File: src/pleb_pkg.sv
// Package: register map, field positions and reset values for blanking
package pleb_pkg;
  localparam logic [1:0] CTRL_ADDR = 2'h0;
  localparam logic [1:0] AUX_ADDR = 2'h1;
  localparam logic [1:0] DLY_ADDR = 2'h2;
  localparam logic [1:0] STAT_ADDR = 2'h3;
  localparam int HRISE_POS = 15;
  localparam int HFALL_POS = 14;
  localparam int LRISE_POS = 13;
  localparam int LFALL_POS = 12;
  localparam int FLTEN_POS = 11;
  localparam int CLEN_POS = 10;
  localparam int SELH_POS = 5;
  localparam int SELL_POS = 4;
  localparam int HH_POS = 3;
  localparam int HL_POS = 2;
  localparam int LH_POS = 1;
  localparam int LL_POS = 0;
  localparam logic [15:0] CTRL_WMASK = 16'hFC3F;
  localparam logic [15:0] CTRL_RST = 16'h0000;
  localparam logic [15:0] AUX_RST = 16'h0000;
  localparam logic [15:0] DLY_RST = 16'h0000;
  localparam int SRC_W = 2;
  typedef struct packed {
    logic fault;
    logic curLimit;
  } pleb_prot_t;
endpackage

File: src/pleb_edge_det.sv
// Edge detector for one PWM output
`timescale 1ns/100ps
module pleb_edge_det (
  input wire logic core_clk,
  input wire logic srst,
  input wire logic sigIn,
  output logic rise,
  output logic fall
);
  logic prev_ff;
  always_ff @(posedge core_clk) begin
    if (srst) begin
      prev_ff <= 1'b0;
    end else begin
      prev_ff <= sigIn;
    end
  end
  assign rise = sigIn & ~prev_ff;
  assign fall = ~sigIn & prev_ff;
endmodule

File: src/pleb_blank.sv
// Leading-edge and state blanking for one PWM generator channel
//
// Added by the designer: the placing of the registers and strobed register access.
`timescale 1ns/100ps
module pleb_blank
  import pleb_pkg::*;
#(
  parameter int CNT_W = 16,
  parameter int NSRC = 4
) (
  input wire logic core_clk,
  input wire logic srst,
  input wire logic [1:0] regAddr,
  input wire logic [15:0] regWdata,
  input wire logic regWr,
  input wire logic regRd,
  output logic [15:0] regRdata,
  input wire logic pwm_high_side_output,
  input wire logic pwm_low_side_output,
  input wire logic [NSRC-1:0] blankSrc,
  input wire pleb_prot_t protIn,
  output pleb_prot_t protOut,
  output logic blanking
);
  logic [15:0] ctrl_ff;
  logic [SRC_W-1:0] blank_source_select_ff;
  logic [CNT_W-1:0] dly_ff;
  logic [CNT_W-1:0] cnt_ff;
  logic [CNT_W-1:0] nxt_cnt;
  logic hRise, hFall, lRise, lFall;
  logic edgeTrig, cntActive, stateBlank, selSig;

  pleb_edge_det uHigh (
    .core_clk(core_clk),
    .srst(srst),
    .sigIn(pwm_high_side_output),
    .rise(hRise),
    .fall(hFall)
  );
  pleb_edge_det uLow (
    .core_clk(core_clk),
    .srst(srst),
    .sigIn(pwm_low_side_output),
    .rise(lRise),
    .fall(lFall)
  );

  // Register writes; unimplemented bits never store
  always_ff @(posedge core_clk) begin
    if (srst) begin
      ctrl_ff <= CTRL_RST;
      blank_source_select_ff <= AUX_RST[SRC_W-1:0];
      dly_ff <= DLY_RST[CNT_W-1:0];
    end else if (regWr) begin
      if (regAddr == CTRL_ADDR) begin
        ctrl_ff <= regWdata & CTRL_WMASK;
      end else if (regAddr == AUX_ADDR) begin
        blank_source_select_ff <= regWdata[SRC_W-1:0];
      end else if (regAddr == DLY_ADDR) begin
        dly_ff <= regWdata[CNT_W-1:0];
      end
    end
  end

  // Read data one cycle later; zero when no read strobe
  always_ff @(posedge core_clk) begin
    if (srst) begin
      regRdata <= 16'h0000;
    end else if (regRd) begin
      if (regAddr == CTRL_ADDR) begin
        regRdata <= ctrl_ff & CTRL_WMASK;
      end else if (regAddr == AUX_ADDR) begin
        regRdata <= 16'(blank_source_select_ff);
      end else if (regAddr == DLY_ADDR) begin
        regRdata <= 16'(dly_ff);
      end else begin
        regRdata <= {14'h0, stateBlank, cntActive};
      end
    end else begin
      regRdata <= 16'h0000;
    end
  end

  assign edgeTrig = (ctrl_ff[HRISE_POS] & hRise)
    | (ctrl_ff[HFALL_POS] & hFall)
    | (ctrl_ff[LRISE_POS] & lRise)
    | (ctrl_ff[LFALL_POS] & lFall);

  // Out-of-range select reads low rather than an undefined source
  assign selSig = (32'(blank_source_select_ff) < NSRC) ?
    blankSrc[blank_source_select_ff] : 1'b0;

  assign stateBlank = (ctrl_ff[SELH_POS] & selSig)
    | (ctrl_ff[SELL_POS] & ~selSig)
    | (ctrl_ff[HH_POS] & pwm_high_side_output)
    | (ctrl_ff[HL_POS] & ~pwm_high_side_output)
    | (ctrl_ff[LH_POS] & pwm_low_side_output)
    | (ctrl_ff[LL_POS] & ~pwm_low_side_output);

  assign cntActive = (cnt_ff != '0);

  // Restart loads the delay; a zero delay gives no edge blanking
  always_comb begin
    if (edgeTrig) begin
      nxt_cnt = dly_ff;
    end else if (cntActive) begin
      nxt_cnt = cnt_ff - 1'b1;
    end else begin
      nxt_cnt = cnt_ff;
    end
  end

  always_ff @(posedge core_clk) begin
    if (srst) begin
      cnt_ff <= '0;
    end else begin
      cnt_ff <= nxt_cnt;
    end
  end

  // Registered mask adds one cycle of latency to the protected inputs
  always_ff @(posedge core_clk) begin
    if (srst) begin
      protOut <= '0;
      blanking <= 1'b0;
    end else begin
      protOut.fault <= protIn.fault & ~stateBlank
        & ~(ctrl_ff[FLTEN_POS] & cntActive);
      protOut.curLimit <= protIn.curLimit & ~stateBlank
        & ~(ctrl_ff[CLEN_POS] & cntActive);
      blanking <= stateBlank | cntActive;
    end
  end
endmodule

File: config.mk
export PLATFORM = sky130hd
export DESIGN_NAME = pleb_blank
export DESIGN_NICKNAME = d
export VERILOG_FILES = /design/src/pleb_pkg.sv /design/src/pleb_edge_det.sv /design/src/pleb_blank.sv
export SDC_FILE = /design/constraint.sdc
export NUM_CORES = 1
export LEC_CHECK = 0
export BUFFER_PORTS_ARGS = -buffer_cell sky130_fd_sc_hd__buf_2
export CORE_MARGIN = 5
export CORE_UTILIZATION = 40
export DETAILED_ROUTE_END_ITERATION = 10
export GPL_ROUTABILITY_DRIVEN = 0
export GPL_TIMING_DRIVEN = 0
export SETUP_SLACK_MARGIN = 0.05
export SYNTH_ARGS = -nofsm -noshare
export SYNTH_HDL_FRONTEND = slang
export SYNTH_SLANG_ARGS = --single-unit
export TNS_END_PERCENT = 5
File: constraint.sdc
create_clock -name core_clk -period 1.9 [get_ports core_clk]
set_input_delay 0.38 -clock core_clk [delete_from_list [all_inputs] [get_ports core_clk]]
set_output_delay 0.38 -clock core_clk [all_outputs]
set_load 0.05 [all_outputs]
==> summary.txt <==
Route
  – Aggregate routed wire length: 6874 um
  – Detail Route Antenna Nets: 0
  – DR WL/cell: 15.48 um
  – DRT iter0 DRCs: about 110
  – Vias per Instance: 5.221
  – Vias: 2318
  – Drt drc: 0
  – Pre-antenna DRT Iters: 4

Floorplanning
  – Row cnt: 29
  – Core area: between 0.006 and 0.007 mm2
  – Initial Util: 41.67%
  – Die Width: a little over 90 um
  – Chip Height: 92.03 um
  – Die footprint: 0.008469 mm2
  – I/O pins: 49

Logic synthesis
  – Yosys cell types: 40
  – Mapped Area: 0.002691 mm2
  – Synthesized area per cell: 8.912 um2
  – Post-Syn Instances: approximately 300
  – Yosys warning total: 0
  – Async SR Flop Fraction: 0%
  – Number of flops mapped to enable cells by yosys: 0
  – Main synth FF type: dfxtp_1
  – Yosys reg bits: between 60 and 70
  – Sequential share of the synthesized area: 49.84%
  – Syn Nets: roughly 330

Critical path
  – Endpoint class of the critical path: register
  – Maximum fanout along the worst path: 2
  – Arrival time of the worst setup path: between 2000 and 2500 ps
  – Startpoint Class: register
  – Crit path kind: register to register
  – Crit path required time: 2130 ps

Timing
  – Actual slew at the worst max-slew pin: 761.2 ps
  – Rel. slew slack: roughly 49%
  – Fmax: between 0.5 and 0.6 GHz
  – Worst setup margin: -27.42 ps
  – Finish-stage setup viols: 1
  – Final hold slack: between 200 and 300 ps
  – Fin crit period: 1927 ps
  – Final Hold Fails: 0
  – Clock Skew: about 12 ps
  – Period utilization: 101.4%
  – RSZ-0062 raised after global routing: true
  – Pins over their slew limit: 0

Final layout
  – ANT cells: 0
  – Most frequent cells in the layout: nand2_1, dfxtp_1, buf_2, a21oi_1, nor2_1
  – Commonest non-fill, non-tap cell in the layout: nand2_1
  – Final instance area: between 0.003 and 0.004 mm2
  – Area Growth Syn to Fin: 21.99%
  – Fin nets: 393
  – Layout cells sized above 1: 23.16%

Flow run
  – Max cap viols: 0

Clock network
  – # clock sinks: between 60 and 70
  – Clk slew on worst S/H paths: ~80 ps
  – CTS root buffer: clkbuf_8
  – H-tree depth: 3
  – Worst-case clock buffer depth: 2
  – CTS tree: done
  – Cts bufs inserted: 9
  – Post-cts hold buffer count: 0
  – Worst-Skew Late Latency: 350 ps

Global routing
  – GR Util All Layers: ~17%
  – Pin count of the biggest net entering global routing: 13
  – Global-route wire length before repair: about 11000 um
  – Vias in the first global route: ~2300
  – Initial antenna violation count: 0
  – Total gr overflow: 0

Place
  – Area after DPL: approximately 0.0030 mm2
  – Detail Placement HPWL: between 4000 and 5000 um
  – Port buffer count: 45

Power and ir drop
  – VDD IR max: 621.3 uV
  – Pleak: between 1 and 1.5 nW
  – PD cells: around 1200 mW/mm2

Worst hold path
  – Worst hold path type: primary input to register

Outcome
  – Status: complete, but fails checks
  – Failing checks: negative setup slack
-- layout make-up --
class	instances	area (um2)
Clock inverter	6	42.54
Tap cell	77	96.34
Multi-Input combinational cell	212	1318
Fill cell	640	3176
Clock buffer	10	127.6
Inverter	6	22.52
Timing Repair Buffer	50	262.8
Buffer	16	70.07
Sequential cell	67	1344
-- report_power, final --
| group | total [mW] | switching (mW) | internal, mW |
|---|---|---|---|
| Combinational | 1.09 | 0.584 | 0.506 |
| Clock | 1.04 | 0.569 | 0.470 |
| Sequential | 1.69 | 0.143 | 1.55 |
-- layer usage --
layer | global-route usage [%] | vias up | wire [um]
met4 | 8.663 | 0 | 129
met5 | 0 | - | 0
met2 | 26.34 | 55 | 3169
li1 | - | 1169 | -
met3 | 2.537 | 14 | 342
met1 | 22.77 | 1080 | 3231
-- cell families after synthesis --
group           after synthesis  synth area share (%)
simple gates                123                 21.66
compound gates               70                 17.48
flops                        67                 49.84
buf+inv                      23                 3.254
xor+xnor                     10                 3.254
mux                           8                 4.045
fa+ha+maj                     1                0.4648
-- flip-flops by register name, summed over array words and instances, names as in the netlist --
name / cells
uLow.prev_ff: 1
blanking: 1
dly_ff: 16
blank_source_select_ff: 2
protOut: 2
regRdata: 16
ctrl_ff: 12
uHigh.prev_ff: 1
cnt_ff: 16
-- Yosys cell counts (2+ instances only) --
library cell	instances	area share (%)
xnor2_1	4	1.3
dfxtp_1	67	50
nand4b_1	2	0.65
xor2_1	6	2.0
nand3b_1	2	0.56
a22o_1	10	3.3
nor3_1	5	0.93
o211ai_1	2	0.56
or3_1	5	1.2
nand2b_1	2	0.46
nand2_1	67	9.3
nor2b_1	3	0.70
and2_1	5	1.2
o2bb2ai_1	8	2.6
a211oi_1	4	1.1
nand3_1	4	0.74
inv_1	6	0.84
a2111oi_2	2	1.1
a311oi_1	2	0.65
mux2i_1	6	2.2
nand4_1	2	0.46
a21oi_1	35	6.5
o21ai_0	3	0.56
nor2_1	19	2.6
clkbuf_1	16	2.2
-- timing repair --
item                                    CTS  global route
pin swaps                                 4             1
endpoints found under the setup margin   29            29
resized for setup                         7             8
buffers inserted                          5             0
-- path summary, 6_finish.rpt --
path	cells after the start	start	slack, ps	end
worst max-delay path	5	blank_source_select_ff[0]$_SDFFE_PP0P_	-30	regRdata[1]$_SDFF_PP0_
worst min-delay path	3	regWdata[6]	260	dly_ff[6]$_SDFFE_PP0P_
worst max register to register	5	blank_source_select_ff[0]$_SDFFE_PP0P_	-30	regRdata[1]$_SDFF_PP0_
worst min register to register	2	dly_ff[0]$_SDFFE_PP0P_	470	cnt_ff[0]$_SDFFE_PP0P_
-- metrics by stage --
step | power [mW] | setup TNS [ps] | setup slack, ps | instances | utilization (%)
after floorplan | 2.445 | 0 | 51.49 | 302 | -
after global placement | 2.665 | -12140 | -526.7 | 424 | 46.61
after detailed placement | 2.669 | -12060 | -510.5 | 424 | 46.61
after CTS | 3.810 | -119.8 | -22.88 | 444 | 50.33
after global routing | 4.054 | -248.6 | -109.7 | 444 | 50.83
final | 3.821 | -27.42 | -27.42 | 444 | 50.83
-- critical path, stage by stage, from the launching register on --
cell and delay (ps):
dfxtp_2 340, mux4_2 520, mux2i_2 240, nand3_2 100, mux4_2 490, nor2b_4 140
No activity file was read; power rests on OpenSTA's default activity.
